==> src/rtl/ssp_defines.vh <==
`ifndef SSP_DEFINES_VH
`define SSP_DEFINES_VH

// Register byte offsets on APB
`define SSP_OFF_BUF 12'h000
`define SSP_OFF_STAT 12'h004
`define SSP_OFF_CON1 12'h008
`define SSP_OFF_CON3 12'h00C
`define SSP_OFF_ADD 12'h010
`define SSP_OFF_FLAG 12'h014

// Control one fields
`define SSP_CON1_WRITE_COLLISION_FLAG 7
`define SSP_CON1_EN 5
`define SSP_CON1_CKP 4
// Status fields
`define SSP_STAT_SMP 7
`define SSP_STAT_CKE 6
`define SSP_STAT_BF 0
// Control three fields
`define SSP_CON3_BOEN 4

// Mode codes in control one bits 3:0
`define SSP_MODE_M4 4'h0
`define SSP_MODE_M16 4'h1
`define SSP_MODE_M64 4'h2
`define SSP_MODE_MT2 4'h3
`define SSP_MODE_SSS 4'h4
`define SSP_MODE_SLV 4'h5
`define SSP_MODE_MADD 4'hA

// Reset values
`define SSP_CON1_RST 8'h00
`define SSP_STAT_RST 8'h00
`define SSP_ADD_RST 8'h00

// Divider cycle counts minus one per half serial clock (system clock = pclk)
`define SSP_HALF_M4 8'h01
`define SSP_HALF_M16 8'h07
`define SSP_HALF_M64 8'h1F

`endif

==> src/rtl/ssp_spi_port.v <==
// Contract
// - Eight-bit shifter, MSB out, LSB in
// - Shift out one edge, capture opposite
// - Unselected slave ignores bus, drives nothing
// - Same polarity; master starts the clock
// - Out feeds in; eight clocks swap bytes
// - Full byte copied to buffer, done flag
// - Buffer write loads shifter too
// - Buffer full set on receive, read clears
// - Write while busy discarded, collision sticks
// - Shifter reachable only via buffer
// - Control fields pick mode, edges, rate
// - Runs only while enable bit set
// - Reload register drives baud generator
// - Status: upper two writable, lower read-only
// - Master transfer starts on buffer write
// - Master rates: /4, /16, /64, T2/2, reload
// - Slave shifts on external clock, flags done
`timescale 1ns/1ps
`default_nettype none
`include "ssp_defines.vh"
module ssp_spi_port (
    // APB clock and reset
    input wire pclk,
    input wire presetn,
    // APB slave
    input wire psel,
    input wire penable,
    input wire pwrite,
    input wire [11:0] paddr,
    input wire [31:0] pwdata,
    output wire [31:0] prdata,
    output wire pready,
    output wire pslverr,
    // Timer tick for the timer rate option
    input wire t2_tick,
    // Serial clock pin
    input wire sck_in,
    output reg sck_out,
    output wire sck_oe,
    // Serial data
    input wire sdi,
    output wire sdo_out,
    output wire sdo_oe,
    // Slave select, active low
    input wire ss_n,
    // Transfer done event flag level
    output wire transfer_done_flag
);
    ////////////////////////////////////////////////////////////////////
    // Registers
    reg [7:0] serial_control_one;
    reg [7:0] serial_control_three;
    reg [1:0] stat_cfg_reg;
    reg [7:0] rate_reload_reg;
    reg [7:0] data_buffer_reg;
    reg [7:0] transfer_shift_reg;
    reg buffer_full_flag;
    reg write_collision_flag;
    reg done_reg;
    reg out_bit_reg;
    reg [3:0] bit_cnt_reg;
    reg busy_reg;
    reg phase_reg;
    reg [31:0] rdata_reg;

    wire port_enable_bit = serial_control_one[`SSP_CON1_EN];
    wire ckp = serial_control_one[`SSP_CON1_CKP];
    wire [3:0] mode = serial_control_one[3:0];
    wire cke = stat_cfg_reg[0];
    wire smp = stat_cfg_reg[1];
    wire boen = serial_control_three[`SSP_CON3_BOEN];
    wire is_master = (mode <= `SSP_MODE_MT2) || (mode == `SSP_MODE_MADD);
    wire ss_used = (mode == `SSP_MODE_SSS);

    ////////////////////////////////////////////////////////////////////
    // APB decode; single-cycle access, never waits
    wire acc = psel & penable;
    wire wr = acc & pwrite;
    wire rd = acc & ~pwrite;
    wire hit_buf = (paddr == `SSP_OFF_BUF);
    wire hit_stat = (paddr == `SSP_OFF_STAT);
    wire hit_con1 = (paddr == `SSP_OFF_CON1);
    wire hit_con3 = (paddr == `SSP_OFF_CON3);
    wire hit_add = (paddr == `SSP_OFF_ADD);
    wire hit_flag = (paddr == `SSP_OFF_FLAG);
    wire mapped = hit_buf | hit_stat | hit_con1 | hit_con3 | hit_add |
        hit_flag;
    assign pready = 1'b1;
    assign pslverr = acc & ~mapped;
    assign prdata = rdata_reg;

    wire [7:0] stat_val = {stat_cfg_reg, 5'h00, buffer_full_flag};
    wire [7:0] con1_val = {write_collision_flag, serial_control_one[6:0]};

    // Read data registered in the setup cycle so it is valid in access
    always @(posedge pclk or negedge presetn) begin
        if (!presetn) begin
            rdata_reg <= 32'h00000000;
        end else if (psel & ~penable & ~pwrite) begin
            case (paddr)
                `SSP_OFF_BUF: rdata_reg <= {24'h000000, data_buffer_reg};
                `SSP_OFF_STAT: rdata_reg <= {24'h000000, stat_val};
                `SSP_OFF_CON1: rdata_reg <= {24'h000000, con1_val};
                `SSP_OFF_CON3: rdata_reg <= {24'h000000,
                    serial_control_three};
                `SSP_OFF_ADD: rdata_reg <= {24'h000000, rate_reload_reg};
                `SSP_OFF_FLAG: rdata_reg <= {31'h00000000, done_reg};
                default: rdata_reg <= 32'h00000000;
            endcase
        end
    end

    ////////////////////////////////////////////////////////////////////
    // Serial clock timing sources
    wire half_tick;
    wire s_rise;
    wire s_fall;

    ssp_rate_gen u_rate (
        .pclk(pclk),
        .presetn(presetn),
        .run(busy_reg & is_master & port_enable_bit),
        .mode(mode),
        .reload(rate_reload_reg),
        .t2_tick(t2_tick),
        .half_tick(half_tick)
    );

    ssp_edge_det u_edge (
        .pclk(pclk),
        .presetn(presetn),
        .sig(sck_in),
        .rise(s_rise),
        .fall(s_fall)
    );

    // Slave: selected when select is low or select unused
    wire selected = ~ss_used | ~ss_n;
    // Leading edge leaves idle level; trailing edge returns to it
    wire s_lead = ckp ? s_fall : s_rise;
    wire s_trail = ckp ? s_rise : s_fall;
    // CKE set: data changes on trailing edge, sampled on leading edge
    wire s_shift = port_enable_bit & ~is_master & selected &
        (cke ? s_trail : s_lead);
    wire s_sample = port_enable_bit & ~is_master & selected &
        (cke ? s_lead : s_trail);

    // Master: phase 0 half ends at leading edge, phase 1 at trailing
    wire m_lead = busy_reg & is_master & half_tick & ~phase_reg;
    wire m_trail = busy_reg & is_master & half_tick & phase_reg;
    wire m_shift = cke ? m_trail : m_lead;
    wire m_sample_mid = cke ? m_lead : m_trail;
    // SMP set: sample at end of output time, on the next shift edge
    wire m_sample = smp ? m_shift : m_sample_mid;

    wire do_shift = is_master ? m_shift : s_shift;
    wire do_sample = is_master ? m_sample : s_sample;
    wire last_bit = (bit_cnt_reg == 4'h7);
    wire buf_wr = wr & hit_buf;
    wire buf_rd = rd & hit_buf;
    wire in_xfer = is_master ? busy_reg : (bit_cnt_reg != 4'h0);
    wire byte_done = do_sample & last_bit;
    wire wr_ok = buf_wr & ~write_collision_flag & ~in_xfer &
        (boen | ~is_master | 1'b1);

    ////////////////////////////////////////////////////////////////////
    // Control registers; disabling resets the transfer engine
    always @(posedge pclk or negedge presetn) begin
        if (!presetn) begin
            serial_control_one <= `SSP_CON1_RST;
            serial_control_three <= 8'h00;
            stat_cfg_reg <= 2'b00;
            rate_reload_reg <= `SSP_ADD_RST;
        end else if (wr) begin
            if (hit_con1) begin
                serial_control_one <= {1'b0, pwdata[6:0]};
            end
            if (hit_stat) begin
                stat_cfg_reg <= pwdata[7:6];
            end
            if (hit_con3) begin
                serial_control_three <= pwdata[7:0];
            end
            if (hit_add) begin
                rate_reload_reg <= pwdata[7:0];
            end
        end
    end

    ////////////////////////////////////////////////////////////////////
    // Shift engine
    always @(posedge pclk or negedge presetn) begin
        if (!presetn) begin
            transfer_shift_reg <= 8'h00;
            data_buffer_reg <= 8'h00;
            bit_cnt_reg <= 4'h0;
            busy_reg <= 1'b0;
            phase_reg <= 1'b0;
            out_bit_reg <= 1'b0;
        end else if (!port_enable_bit ||
            (ss_used && ss_n && !is_master)) begin
            // Select released mid-byte realigns the bit counter
            bit_cnt_reg <= 4'h0;
            busy_reg <= 1'b0;
            phase_reg <= 1'b0;
            if (wr_ok) begin
                data_buffer_reg <= pwdata[7:0];
                transfer_shift_reg <= pwdata[7:0];
                out_bit_reg <= pwdata[7];
            end
        end else begin
            if (wr_ok) begin
                // Same byte into buffer and shifter at once
                data_buffer_reg <= pwdata[7:0];
                transfer_shift_reg <= pwdata[7:0];
                out_bit_reg <= pwdata[7];
                busy_reg <= is_master;
                phase_reg <= 1'b0;
            end
            if (is_master && half_tick && busy_reg) begin
                phase_reg <= ~phase_reg;
            end
            if (do_sample) begin
                // MSB leaves, incoming bit enters at LSB
                transfer_shift_reg <= {transfer_shift_reg[6:0], sdi};
                bit_cnt_reg <= last_bit ? 4'h0 : bit_cnt_reg + 4'h1;
            end
            if (do_shift && (bit_cnt_reg != 4'h0 || cke == 1'b0)) begin
                out_bit_reg <= transfer_shift_reg[7];
            end
            if (byte_done) begin
                // Whole byte lands in buffer, swap is complete
                data_buffer_reg <= {transfer_shift_reg[6:0], sdi};
                busy_reg <= 1'b0;
            end
        end
    end

    ////////////////////////////////////////////////////////////////////
    // Flags: hardware set wins over software clear
    always @(posedge pclk or negedge presetn) begin
        if (!presetn) begin
            buffer_full_flag <= 1'b0;
            write_collision_flag <= 1'b0;
            done_reg <= 1'b0;
        end else begin
            if (byte_done) begin
                buffer_full_flag <= 1'b1;
            end else if (buf_rd) begin
                buffer_full_flag <= 1'b0;
            end
            if (buf_wr && (in_xfer || write_collision_flag)) begin
                write_collision_flag <= 1'b1;
            end else if (wr && hit_con1 && !pwdata[`SSP_CON1_WRITE_COLLISION_FLAG]) begin
                write_collision_flag <= 1'b0;
            end
            if (byte_done) begin
                done_reg <= 1'b1;
            end else if (wr && hit_flag && pwdata[0]) begin
                done_reg <= 1'b0;
            end
        end
    end
    assign transfer_done_flag = done_reg;

    ////////////////////////////////////////////////////////////////////
    // Master serial clock: idle level unless mid-transfer
    always @(posedge pclk or negedge presetn) begin
        if (!presetn) begin
            sck_out <= 1'b0;
        end else if (!busy_reg || !is_master) begin
            sck_out <= ckp;
        end else if (half_tick) begin
            sck_out <= phase_reg ? ckp : ~ckp;
        end
    end

    // Pin ownership follows enable and mode
    assign sck_oe = port_enable_bit & is_master;
    assign sdo_oe = port_enable_bit & (is_master | selected);
    assign sdo_out = out_bit_reg;
endmodule
`default_nettype wire

==> src/rtl/ssp_rate_gen.v <==
`timescale 1ns/1ps
`default_nettype none
`include "ssp_defines.vh"
// Master serial clock rate generator; pulses once per half serial bit
module ssp_rate_gen (
    // Clock and reset
    input wire pclk,
    input wire presetn,
    // Control
    input wire run,
    input wire [3:0] mode,
    input wire [7:0] reload,
    input wire t2_tick,
    // Half-bit enable
    output reg half_tick
);
    reg [8:0] cnt_reg;
    reg [8:0] limit;
    reg t2_half_reg;

    // Cycles per half period minus one; reload gives 2*(n+1) cycles
    always @* begin
        case (mode)
            `SSP_MODE_M4: limit = {1'b0, `SSP_HALF_M4};
            `SSP_MODE_M16: limit = {1'b0, `SSP_HALF_M16};
            `SSP_MODE_M64: limit = {1'b0, `SSP_HALF_M64};
            `SSP_MODE_MADD: limit = {reload, 1'b1};
            default: limit = {1'b0, `SSP_HALF_M4};
        endcase
    end

    // Counter restarts whenever idle so the first half bit is full
    always @(posedge pclk or negedge presetn) begin
        if (!presetn) begin
            cnt_reg <= 9'h000;
            half_tick <= 1'b0;
            t2_half_reg <= 1'b0;
        end else if (!run) begin
            cnt_reg <= 9'h000;
            half_tick <= 1'b0;
            t2_half_reg <= 1'b0;
        end else if (mode == `SSP_MODE_MT2) begin
            // Timer output over two: every second tick
            half_tick <= 1'b0;
            if (t2_tick) begin
                t2_half_reg <= ~t2_half_reg;
                half_tick <= t2_half_reg;
            end
        end else if (cnt_reg >= limit) begin
            cnt_reg <= 9'h000;
            half_tick <= 1'b1;
        end else begin
            cnt_reg <= cnt_reg + 9'h001;
            half_tick <= 1'b0;
        end
    end
endmodule
`default_nettype wire

==> src/rtl/ssp_edge_det.v <==
`timescale 1ns/1ps
`default_nettype none
// Edge detector for the serial clock pin in slave mode
module ssp_edge_det (
    // Clock and reset
    input wire pclk,
    input wire presetn,
    // Sampled pin
    input wire sig,
    // Edges
    output wire rise,
    output wire fall
);
    reg last_reg;

    // Previous sample; pin is taken as synchronous already
    always @(posedge pclk or negedge presetn) begin
        if (!presetn) begin
            last_reg <= 1'b0;
        end else begin
            last_reg <= sig;
        end
    end

    assign rise = sig & ~last_reg;
    assign fall = ~sig & last_reg;
endmodule
`default_nettype wire

==> config.mk <==
export PLATFORM = sky130hd
export DESIGN_NAME = ssp_spi_port
export DESIGN_NICKNAME = d
export VERILOG_FILES = /design/src/rtl/ssp_spi_port.v /design/src/rtl/ssp_rate_gen.v /design/src/rtl/ssp_edge_det.v
export VERILOG_INCLUDE_DIRS = /design/src /design/src/rtl
export SDC_FILE = /design/constraint.sdc
export NUM_CORES = 1
export LEC_CHECK = 0
export BUFFER_PORTS_ARGS = -buffer_cell sky130_fd_sc_hd__buf_2
export CORE_ASPECT_RATIO = 0.8
export CORE_MARGIN = 2
export CORE_UTILIZATION = 50
export CTS_CLUSTER_DIAMETER = 50
export CTS_CLUSTER_SIZE = 20
export DETAILED_ROUTE_END_ITERATION = 16
export PLACE_DENSITY = 0.74
export RECOVER_POWER = 25
export SLEW_MARGIN = 20
export SYNTH_ARGS = -nofsm -noshare
export SYNTH_HDL_FRONTEND = slang
export SYNTH_HIERARCHICAL = 1
export SYNTH_SLANG_ARGS = --single-unit
==> constraint.sdc <==
create_clock -name pclk -period 5.2 [get_ports pclk]
set_clock_uncertainty 0.15 [all_clocks]
set_input_delay 1.04 -clock pclk [delete_from_list [all_inputs] [get_ports pclk]]
set_output_delay 1.04 -clock pclk [all_outputs]
set_load 0.05 [all_outputs]
==> reports/results.txt, run 1 <==
The tools report the starting utilization of the core area as 50.6%. After detailed routing, the number of remaining DRC violations is 0. The data arrival time at the worst-slack endpoint came out at 2.48 ns. For the number of gates resized after CTS, the log shows 0.

Sequential cells account for 48.5% of the total power. Cells with a size suffix above 1 make up 24.9% of the layout. The number of flops mapped to enable cells by yosys was 0. The run gives 0.00837 sq mm as the area of the core. Across the VDD grid, the largest voltage drop is 0.000155 V. By count the netlist is led by sky130_fd_sc_hd__dfrtp_1, sky130_fd_sc_hd__nand2_1, sky130_fd_sc_hd__nor2_1, sky130_fd_sc_hd__mux2_2, sky130_fd_sc_hd__a21oi_1.

Counting flops and latches in the post-synthesis netlist gives 72. The tightest min-delay check is of the reg2reg type. Yosys printed 6 warnings. The final cycle utilization of the critical path works out to 70.6%. The total non-filler cell area in the finished layout was 0.00464 sq mm. The tree is rooted in a sky130_fd_sc_hd__clkbuf_8. The horizontal extent of the die was 107 microns; the total track usage was 20.5%. The largest individual stage delay along the critical path comes from the cell sky130_fd_sc_hd__or4_4.

After synthesis, the share of flip-flops with an asynchronous set or reset is 100%. The post-synthesis sequential area ratio came out at 42.5%. The final reports fail on capacitance limit, slew limit. The analysis attributes to net switching a power of 298 uW. The ratio of total power to cell area came out at 250 mW/mm^2. The number of filler instances in the final layout was 757; the number of instances in the placed design was 553. The run finished, with violations left. The maximum level of the CTS H-tree came out at 3. The tools report the number of top-level design ports as 92. After clock tree synthesis, the clock-pin slew on the worst setup and hold paths is 0.08 ns. The synthesis-to-finish area growth is 9.48%.

The number of nets with antenna violations after detailed routing is 0. The signal on the critical path passes through buf_2, or4_4, or2_2, nor2_1, a21oi_1, buf_2. The average via count per standard cell was 5.53; the number of flip-flops in the largest register was 9. The clock share of power was 43.5%. The first-pass detailed-route iteration total was 5.

The run gives 14.7 mm as the wire length of the first global-routing pass. Number of global-route vias before repair: 2926. Entering global routing, the biggest net connects 41 pins. Data on the critical path is required at its endpoint by 4.01 ns. Setup repair after global routing left no endpoint under its margin. The slew at the pin closest to its max-slew limit was 2.25 ns; the via count was 3147. Final instance count without filler cells: 569. Cells fill 55.4% of the core in the end. The TritonCTS sink count was 72; the number of buffer cells added on primary ports was 42. For the final RePlAce weighted congestion, the log shows 0.852.

The tools report the final setup TNS as 0 ns. In this run the biggest area consumer among cell types represents 42.5% of the synthesized area. The cell area that synthesis handed to floorplanning was 0.00424 sq mm.

After clock tree synthesis, the flow added hold-fix buffers numbering 0. The achievable clock frequency is 272 MHz. After detailed placement, the total cell area comes to 0.00442 sq mm. By area the synthesized netlist is led by sky130_fd_sc_hd__dfrtp_1, sky130_fd_sc_hd__mux2_2, sky130_fd_sc_hd__mux2i_1. The shortest period the worst path allows came out at 3.67 ns.

The final layout contains 516 nets. Setup violations remaining at the end of the flow were counted as 0. On the worst path, the slowest cell contributes a delay of 0.55 ns. Internal power component: 863 uW. The tools report the total half-perimeter wirelength after legalization and detailed placement as 6.62 mm.

Of all nets on the critical path, the largest fanout is 3. The worst setup path is of the in2out kind. The routed design has 8.96 mm of wire. The tools report the antenna diode count as 0. For this run the aggregate overflow at the end of global routing stands at 0. The floorplan step defined a die boundary enclosing 0.00923 sq mm. The average footprint of a synthesized cell is 10.3 sq um.

TritonCTS built the clock tree. Summing internal, switching and leakage power gives 1160 uW. Buffers inserted during clock tree synthesis total 9. The total setup buffers inserted after CTS came out at 0. Yosys instantiated no cell more often than sky130_fd_sc_hd__dfrtp_1. The run gives -49.7% as the worst slew margin relative to its limit. The floorplan has 30 rows. The type of destination of the critical path was a primary output.

The per-cell routed wire length was 15.7 microns. The number of failing hold endpoints at the final stage is 0. The number of antenna violations at the first check in global routing came out at 0. The max-capacitance violation count was 1.

The maximum number of buffers from clock root to sink is 2. The synthesized design spends more area on one cell type than any other, namely sky130_fd_sc_hd__dfrtp_1. The worst setup path is launched from a primary input. The violation count after the first detailed-route iteration was 189; the leakage power was 0.00219 uW. In the synthesized netlist the dominant register cell turns out to be sky130_fd_sc_hd__dfrtp_1.

Synthesis produced a netlist whose cell count is 413. Combinational cells account for 8.0% of the total power. The logs give 41 for the number of pins with negative max-slew slack in the final report and 0.36 ns for the clock latency of the later-clocked register in the worst-skew pair. By instance count, the cell type seen most on the critical path is sky130_fd_sc_hd__buf_2. The number of different library cells used by synthesis comes to 67. The die is 86.3 microns tall. In this run switching power makes up 25.7% of total power.
cell type report:
class | instances | area (sq um) | share of cell area [%]
Multi-Input combinational cell | 315 | 2210 | 47.6
Tap cell | 112 | 140 | 3.02
Inverter | 10 | 37.5 | 0.809
Sequential cell | 72 | 1800 | 38.8
Timing Repair Buffer | 44 | 223 | 4.80
Clock buffer | 10 | 138 | 2.97
Clock inverter | 6 | 90.1 | 1.94
cell families after synthesis:
family / count (synthesis) / share of synthesized area (%)
adders and majority gates: 11 / 3.25
buffers and inverters: 49 / 7.44
xor gates and xnor gates: 7 / 1.45
other: 2 / 0.177
and+or+nand+nor: 133 / 17.7
AOI/OAI and AO/OA: 81 / 12.2
DFF: 72 / 42.5
muxes: 58 / 15.3
final timing paths:
path	cells past startpoint	slack, ns	startpoint	to
worst max-delay path	6	1.53	paddr[0]	pslverr
worst min-delay path	1	0.32	prdata[6]	prdata[6]
worst max register to register	7	2.15	serial_control_one[0]	data_buffer_reg[6]
worst min register to register	1	0.32	prdata[6]	prdata[6]
max in group asynchronous	2	2.30	presetn	serial_control_three[3]
min in group asynchronous	1	1.19	presetn	u_rate/cnt_reg[4]
worst max-delay path, delay by kind of cell:
family | cells | cell delay [ns]
buffers and inverters | 2 | 0.31
and+or+nand+nor | 3 | 1.05
AOI/OAI and AO/OA | 1 | 0.08
power by group through the flow:
stage	clock [uW]	combinational, uW	sequential (uW)
finish	505	92.4	563
floorplan	0	70.7	579
global route	540	99.4	564
CTS	517	93.0	563
global placement	0	91.7	575
detailed placement	0	92.7	575
per-layer routing:
metal	GRT usage (%)	part of all wire, %	vias to the layer above	routed length (microns)
met3	6.69	6.8	13	612
li1	-	-	1522	-
met4	5.67	1.2	0	109
met2	31.2	46	90	4130
met1	28.3	46	1522	4110
met5	0	0	-	0
cells in the final DEF (no fill, tap or decap), types with 6 or more instances in the layout:
cell / count
sky130_fd_sc_hd__nor2_1: 33
sky130_fd_sc_hd__o21ai_0: 17
sky130_fd_sc_hd__mux2_2: 32
sky130_fd_sc_hd__a31oi_1: 6
sky130_fd_sc_hd__dfrtp_1: 72
sky130_fd_sc_hd__mux2i_1: 23
sky130_fd_sc_hd__nand2_1: 45
sky130_fd_sc_hd__inv_1: 10
sky130_fd_sc_hd__nand3_1: 11
sky130_fd_sc_hd__conb_1: 25
sky130_fd_sc_hd__buf_2: 40
sky130_fd_sc_hd__a21oi_1: 29
sky130_fd_sc_hd__ha_1: 11
sky130_fd_sc_hd__clkbuf_8: 10
through the flow:
step	hold WS (ns)	setup slack, ns
global route	0.340	1.48
CTS	0.329	1.52
global placement	0.319	1.41
floorplan	0.287	1.64
finish	0.323	1.53
detailed placement	0.310	1.38
No activity file was read; power rests on OpenSTA's default activity.
==> run 2, diff against run 1 <==
- PLACE_DENSITY: 0.74 -> 0.77
- clock period: 5.2 -> 2.9 ns (I/O delays scaled with it)
==> run 2 against run 1 <==
The flow still finishes with violations (capacitance limit, slew limit). Design area rose by 3.0%. Routed wire length increased by 1.9%. Sequential power rose by 79%. Worst hold slack worse by 0.11 ns. Sequential cell count did not move. Global-route usage increased by 0.94 points. Sequential share of layout area decreased by 1.1 points. Critical path depth stayed put. Clock-buffer cell count stayed put. Final cell count is 2.5% higher. Critical path type unchanged. Largest power group unchanged.
==> reports/results.txt, run 2 (synthesis results as in run 1) <==
The leakage power came out at 0.00227 uW. The number of nets with antenna violations after detailed routing came out at 0. The die is 86.3 microns tall. The design draws 2160 uW. For the total non-filler cell area in the finished layout, the log shows 0.00478 sq mm. The clock passes through at most 2 buffers. CTS placed an instance of sky130_fd_sc_hd__clkbuf_8 at the clock tree root. The maximum number of pins on one net before global-route repair is 73.

The min-delay analysis places its worst path in the category in2reg. Based on the critical path, the design can be clocked at up to 364 MHz. The number of setup buffers added after CTS is 0.

The number of top-level design ports was 92. The library cell used most frequently in the layout, excluding fill and tap cells, is sky130_fd_sc_hd__dfrtp_1. After clock tree synthesis, the repair step resized 0 gates. The synthesis-to-finish area growth was 12.8%.

The final RePlAce weighted congestion was 0.823. The number of nets in the final layout is 530. The share of cells above drive strength 1 came out at 27.6%.

In this run the standard cell core region covers 0.00837 sq mm. Number of antenna violations at the first check in global routing: 0. The starting utilization of the core area is 50.6%, and the final cycle utilization of the critical path is 94.8%. In the final routed layout, each cell accounts on average for 15.7 microns. The data arrival time at the worst-slack endpoint came out at 2.02 ns. The horizontal extent of the die is 107 microns. In this run the cell area measured after placement is 0.00455 sq mm. The worst pin sits at a relative slew slack of -16.3%.

The logs give 9 for the total CTS buffers and 6.71 mm for the total half-perimeter wirelength after legalization and detailed placement. The tools report the maximum level of the CTS H-tree as 3. The number of failing hold endpoints at the final stage was 0. Type of destination of the critical path: a primary output.

The final number of setup-violating endpoints came out at 0. The via count came out at 3261. Setup repair after global routing left no endpoint under its margin. The run gives 1 as the max-capacitance violation count.

In the layout the commonest cells are sky130_fd_sc_hd__dfrtp_1, sky130_fd_sc_hd__nand2_1, sky130_fd_sc_hd__buf_2. Summed over all layers, the routed wires come to 9.13 mm. Clock input transition at the sequential cells of the worst setup and hold paths: 0.08 ns. The tools report the final setup TNS as 0 ns. Across the VDD grid, the largest voltage drop is 0.000358 V.

The register with the most flip-flops in the layout has 9 of them. For this run, design rule violations remaining after detail routing come to 0. The flow ran to the end, but the final reports show violations. The first global-routing pass estimated 15.5 mm of wire. The worst setup path is launched from a primary input. The run gives 3145 as the number of global-route vias before repair.

The number of pins with negative max-slew slack in the final report came out at 73. After detailed routing, the number of vias per cell comes to 5.59. For this design, the CTS-stage hold fixing added 0 buffers. The first TritonRoute pass finished after 6 iterations. The setup slack of the critical path after layout was 0.150 ns. TritonCTS built the clock tree. Before CTS, the worst setup slack after placement is 0.0818 ns. The initialized floorplan defines 30 standard-cell rows. For the TritonCTS sink count, the log shows 72. Of all nets on the critical path, the largest fanout is 3. The logs give 21.4% for the total track usage and 263 for the violation count after the first detailed-route iteration. The total overflow left after global routing is 0. The checks that failed: capacitance limit, slew limit.

The critical path is of the in2out type. The repair_antennas step left the layout with diodes totalling 0. The clock period could shrink to 2.75 ns.

During placement, the flow inserted port buffers numbering 42. The slew at the pin closest to its max-slew limit was 1.75 ns; the number of filler instances in the final layout was 718. The required time of the critical path was 2.17 ns; the ratio of total power to cell area was 453 mW/mm^2. The clock latency of the later-clocked register in the worst-skew pair is 0.35 ns, and the overall die area is 0.00923 sq mm.
==> run 2: changes by cell type in the layout (fill, tap and decap cells not counted), sizes merged <==
cell	delta
clkinv	-2
bufinv	+1
buf	+14
inv	+1
==> run 2: final timing paths <==
check	start	end	slack, ns	cells after the start
max in group asynchronous	presetn	prdata[0]	0.95	2
worst max register to register	serial_control_one[0]	u_rate/cnt_reg[5]	0.28	9
worst max-delay path	paddr[0]	pslverr	0.15	6
min in group asynchronous	presetn	u_rate/cnt_reg[4]	0.62	2
worst min register to register	buffer_full_flag	buffer_full_flag	0.33	2
worst min-delay path	sck_in	u_edge/last_reg	0.21	1
==> run 2: metrics by stage <==
stage          utilization (%)  hold WS (ns)  cells
2_1_floorplan                -         0.134    436
3_3_place_gp              54.3         0.316    567
3_5_place_dp              54.3         0.313    567
4_1_cts                   57.2        0.0958    583
5_1_grt                   57.1         0.200    583
6_report                  57.1         0.210    583
==> run 2: power breakdown <==
| part | switching, uW | internal, uW | total, uW | leakage [uW] |
|---|---|---|---|---|
| logic | 136 | 30.4 | 166 | 0.00115 |
| registers | 2.73 | 1010 | 1010 | 0.00100 |
| clock network | 409 | 578 | 987 | 0.000117 |
| total | 548 | 1620 | 2160 | 0.00227 |
==> run 2: layer usage <==
layer	track usage (%)	share of wire, %
met1	29.6	47
met2	33.2	47
met3	5.94	5.6
met4	6.49	1.2
met5	0	0
==> run 2: worst max-delay path: stages <==
cell and delay (ns):
sky130_fd_sc_hd__buf_2 0.09, sky130_fd_sc_hd__or4_4 0.55, sky130_fd_sc_hd__or2_2 0.34, sky130_fd_sc_hd__nor2_1 0.16, sky130_fd_sc_hd__a21oi_1 0.08, sky130_fd_sc_hd__buf_2 0.21
==> run 2: cell type report <==
| cell class | count | area, sq um | share of cell area [%] |
|---|---|---|---|
| clock buffers | 10 | 128 | 2.67 |
| clock inverters | 6 | 115 | 2.41 |
| inverters | 10 | 37.5 | 0.785 |
| multi-input cells | 315 | 2220 | 46.4 |
| flip-flops and latches | 72 | 1800 | 37.7 |
| well taps | 112 | 140 | 2.93 |
| repair buffers | 58 | 339 | 7.09 |
==> run 3, diff against run 2 <==
- SYNTH_HIERARCHICAL: 1 -> unset
==> run 3 against run 2 <==
The flow still finishes with violations (capacitance limit, slew limit). Core utilization grew 2.3 points. Critical path type is now reg2reg. Worst setup slack gained 0.011 ns. Worst hold slack gained 0.010 ns. Register-to-register slack lost 0.12 ns. Synthesized cell count grew 3.6%. Sequential share of layout area is essentially flat. Combinational power grew 5%. Area after synthesis shrank 0.32%. Design area grew 0.16%.
==> reports/results.txt, run 3 <==
The flow ran to the end, but the final reports show violations. The checks that failed: capacitance limit, slew limit. Summing all multi-input logic gate instances after layout gives 0.00221 sq mm. Entering global routing, the biggest net connects 45 pins.

After the last flow step, the layout net total stands at 545. Counting I/O delays and the setup requirement, the final critical path takes 2.74 ns. The most common cell in the synthesized netlist is sky130_fd_sc_hd__dfrtp_1. Synthesis produced 428 cells. The first global-routing pass estimated 15.6 mm of wire.

Sorting the synthesized cells by area gives the leading types as sky130_fd_sc_hd__dfrtp_1, sky130_fd_sc_hd__mux2i_1, sky130_fd_sc_hd__nand2_1. In this run the core area contains 29 standard-cell rows. Share of cells above drive strength 1: 21.4%. Traced cell by cell, the critical path runs through nand2b_1, buf_4, a21oi_1, o21bai_1, ha_1, a21o_1, a21oi_1, o21ai_1, o2111ai_1, buf_4, and3_2, a22o_1. For the antenna diode count, the log shows 0.

The maximum level of the CTS H-tree was 3; the final cycle utilization of the critical path was 94.5%. The worst-case IR drop observed on VDD is 0.000299 V. In this run the tightest slew margin relative to its limit is -10.7%. The cell at the root of the clock tree was sky130_fd_sc_hd__clkbuf_8. The cell family contributing the most delay on the critical path is compound AO/OA/AOI/OAI gates. TritonCTS built the clock tree.

The worst setup path category is reg2reg. The register with the most flip-flops in the layout has 9 of them. For this run, the detailed router's first-pass iteration total came to 5. Of all flip-flops after synthesis, the portion carrying an async set or reset was 100%. After detailed routing, the average wire length per cell comes to 16.1 microns.

In the final timing run, aggregate negative setup slack is 0 ns. The number of pins with negative max-slew slack in the final report is 29, and the final number of setup-violating endpoints is 0. In this design, the stage delay of the slowest critical-path cell is 0.46 ns.

Total half-perimeter wirelength after legalization and detailed placement: 7.11 mm. Once detail routing completed, the nets flagged for antenna violations numbered 0. The data arrival time at the worst-slack endpoint was 2.82 ns; the clock latency of the later-clocked register in the worst-skew pair was 0.35 ns.

After layout, the design draws a total of 2170 uW. In this run, synthesis produced a sequential element count of 72. The die height came out at 86.2 microns. The final core utilization was 59.4%; the area of the core was 0.00806 sq mm.

The number of flops mapped to enable cells by yosys was 0. The number of buffers and inverters on the critical path is 2. The mapped netlist covers 0.00422 sq mm. The critical path's slowest cell was sky130_fd_sc_hd__dfrtp_2. The number of global-route vias before repair is 3134. The tools report the via count as 3339. For this run, the leading register cell type out of synthesis is sky130_fd_sc_hd__dfrtp_1. For the number of filler instances in the final layout, the log shows 703. The required time of the critical path was 2.98 ns. Global routing used 21.8% of the available tracks.

The count of buffers added on input and output ports is 42. The area share of the leading cell type in the synthesized netlist was 42.7%. The max-capacitance violation count was 1.

The tightest hold path in the finished design has a slack of 0.220 ns. For the achievable clock frequency, the log shows 365 MHz. The number of different library cells used by synthesis comes to 64. The finished cells cover 0.00479 sq mm. The floorplan step defined a die boundary enclosing 0.00920 sq mm. After clock tree synthesis, the clock-pin slew on the worst setup and hold paths is 0.08 ns. Yosys printed 0 warnings.

The number of failing hold endpoints at the final stage was 0; the ratio of total power to cell area was 454 mW/mm^2. For this run, design rule violations remaining after detail routing come to 0. The average footprint of a synthesized cell is 9.87 sq um. For the TritonCTS sink count, the log shows 72. The initial utilization of the core area, before any placement, comes to 52.4%.

The run gives 279 as the violation count after the first detailed-route iteration. The maximum number of buffers from clock root to sink is 2. The tools report the total CTS buffers as 9. The average via count per standard cell came out at 5.62.

The storage element area is 0.00180 sq mm. The type of destination of the critical path is a flip-flop. The min-delay analysis places its worst path in the category in2reg. Setup repair after global routing left no endpoint under its margin.

At the end of routability-driven placement, the weighted congestion stood at 0.845. Sequential cells were found to cover 42.7% of the synthesized design area. The commonest non-fill, non-tap cell in the layout is sky130_fd_sc_hd__dfrtp_1. Sum of routed wire length over all layers: 9.56 mm. The worst setup path is launched from a flip-flop. The biggest fanout along the worst timing path was 8. In the synthesized netlist, the cells that appear most often are sky130_fd_sc_hd__dfrtp_1, sky130_fd_sc_hd__nand2_1, sky130_fd_sc_hd__mux2i_1, sky130_fd_sc_hd__o21ai_1, sky130_fd_sc_hd__buf_4.

Summed over all cells, the static leakage comes to 0.00223 uW. The number of antenna violations at the first check in global routing was 0. The number of top-level design ports was 92.

The synthesis-to-finish area growth works out to 13.3%. At the pin with the least slew margin, the transition time is 1.66 ns. Summing all placed instances gives a cell area of 0.00451 sq mm.

Horizontal extent of the die: 107 microns. In the layout the commonest cells are sky130_fd_sc_hd__dfrtp_1, sky130_fd_sc_hd__nand2_1, sky130_fd_sc_hd__buf_2. After global routing the overflow that remains totals 0.

The top cell type by total area after synthesis was sky130_fd_sc_hd__dfrtp_1.
[run 3: cell count changes after synthesis, sizes merged, moves of 4 or more]
cell,before,now
buf,32,36
o21ai,21,36
mux2i,23,29
nand4,4,0
nand3,11,16
o311ai,0,4
nor2,33,27
a222oi,5,0
nand2,46,59
mux2,33,23
a21oi,29,15
[run 3: what timing repair did]
item | 4_1_cts | 5_1_grt
setup buffers | 0 | 2
gates resized for setup | 0 | 4
hold buffers | 0 | 0
endpoints found under the setup margin | 0 | 7
[run 3: power by group]
| group | leakage (uW) | total [uW] | switching [uW] | internal, uW |
|---|---|---|---|---|
| Combinational | 0.00113 | 174 | 141 | 32.3 |
| Sequential | 0.000974 | 1010 | 2.23 | 1010 |
| Clock | 0.000126 | 992 | 375 | 617 |
[run 3: layer usage]
layer | global-route usage, % | wire [microns] | vias up
li1 | - | - | 1587
met1 | 32.8 | 4590 | 1621
met2 | 32.4 | 4130 | 118
met3 | 4.66 | 708 | 13
met4 | 5.43 | 129 | 0
met5 | 0 | 0 | -
[run 3: logic make-up (layout without fill, tap and decap cells)]
| logic type | Yosys count | in the layout | share of synthesized area [%] |
|---|---|---|---|
| xor+xnor | 4 | 4 | 1.16 |
| simple gates | 148 | 148 | 18.5 |
| other cells | 2 | 25 | 0.178 |
| compound gates | 90 | 90 | 13.8 |
| fa+ha+maj | 11 | 11 | 3.26 |
| buf+inv | 49 | 84 | 7.43 |
| mux | 52 | 52 | 13.0 |
| flops | 72 | 72 | 42.7 |
[run 3: final timing paths]
path | startpoint | to | cells after the start | slack (ns)
min in group asynchronous | presetn | data_buffer_reg[4] | 1 | 0.51
setup reg to reg | serial_control_one[0] | u_rate.cnt_reg[1] | 12 | 0.16
hold / removal | sck_in | u_edge.last_reg | 1 | 0.22
max in group asynchronous | presetn | serial_control_one[0] | 2 | 1.13
setup / recovery | serial_control_one[0] | u_rate.cnt_reg[1] | 12 | 0.16
hold reg to reg | prdata[1] | prdata[1] | 2 | 0.33
[run 3: cell type report]
type	instances	area share [%]
multi-input combinational	330	46.1
clock buffer	11	3.16
clock inverter	5	2.14
tap	108	2.82
sequential	72	37.7
inverter	7	0.549
timing repair buffer	61	7.58
[run 3: worst register-to-register path: stages (launching register included)]
cell	delay (ns)
sky130_fd_sc_hd__dfrtp_2	0.46
sky130_fd_sc_hd__nand2b_1	0.19
sky130_fd_sc_hd__buf_4	0.17
sky130_fd_sc_hd__a21oi_1	0.13
sky130_fd_sc_hd__o21bai_1	0.09
sky130_fd_sc_hd__ha_1	0.28
sky130_fd_sc_hd__a21o_1	0.11
sky130_fd_sc_hd__a21oi_1	0.07
sky130_fd_sc_hd__o21ai_1	0.15
sky130_fd_sc_hd__o2111ai_1	0.17
sky130_fd_sc_hd__buf_4	0.20
sky130_fd_sc_hd__and3_2	0.21
sky130_fd_sc_hd__a22o_1	0.24
[run 3: per-stage QoR]
step           setup slack [ns]  instances
3_5_place_dp             0.0635        576
4_1_cts                   0.152        592
5_1_grt                  0.0339        594
6_report                  0.160        594
3_3_place_gp              0.142        576
2_1_floorplan             0.136        451
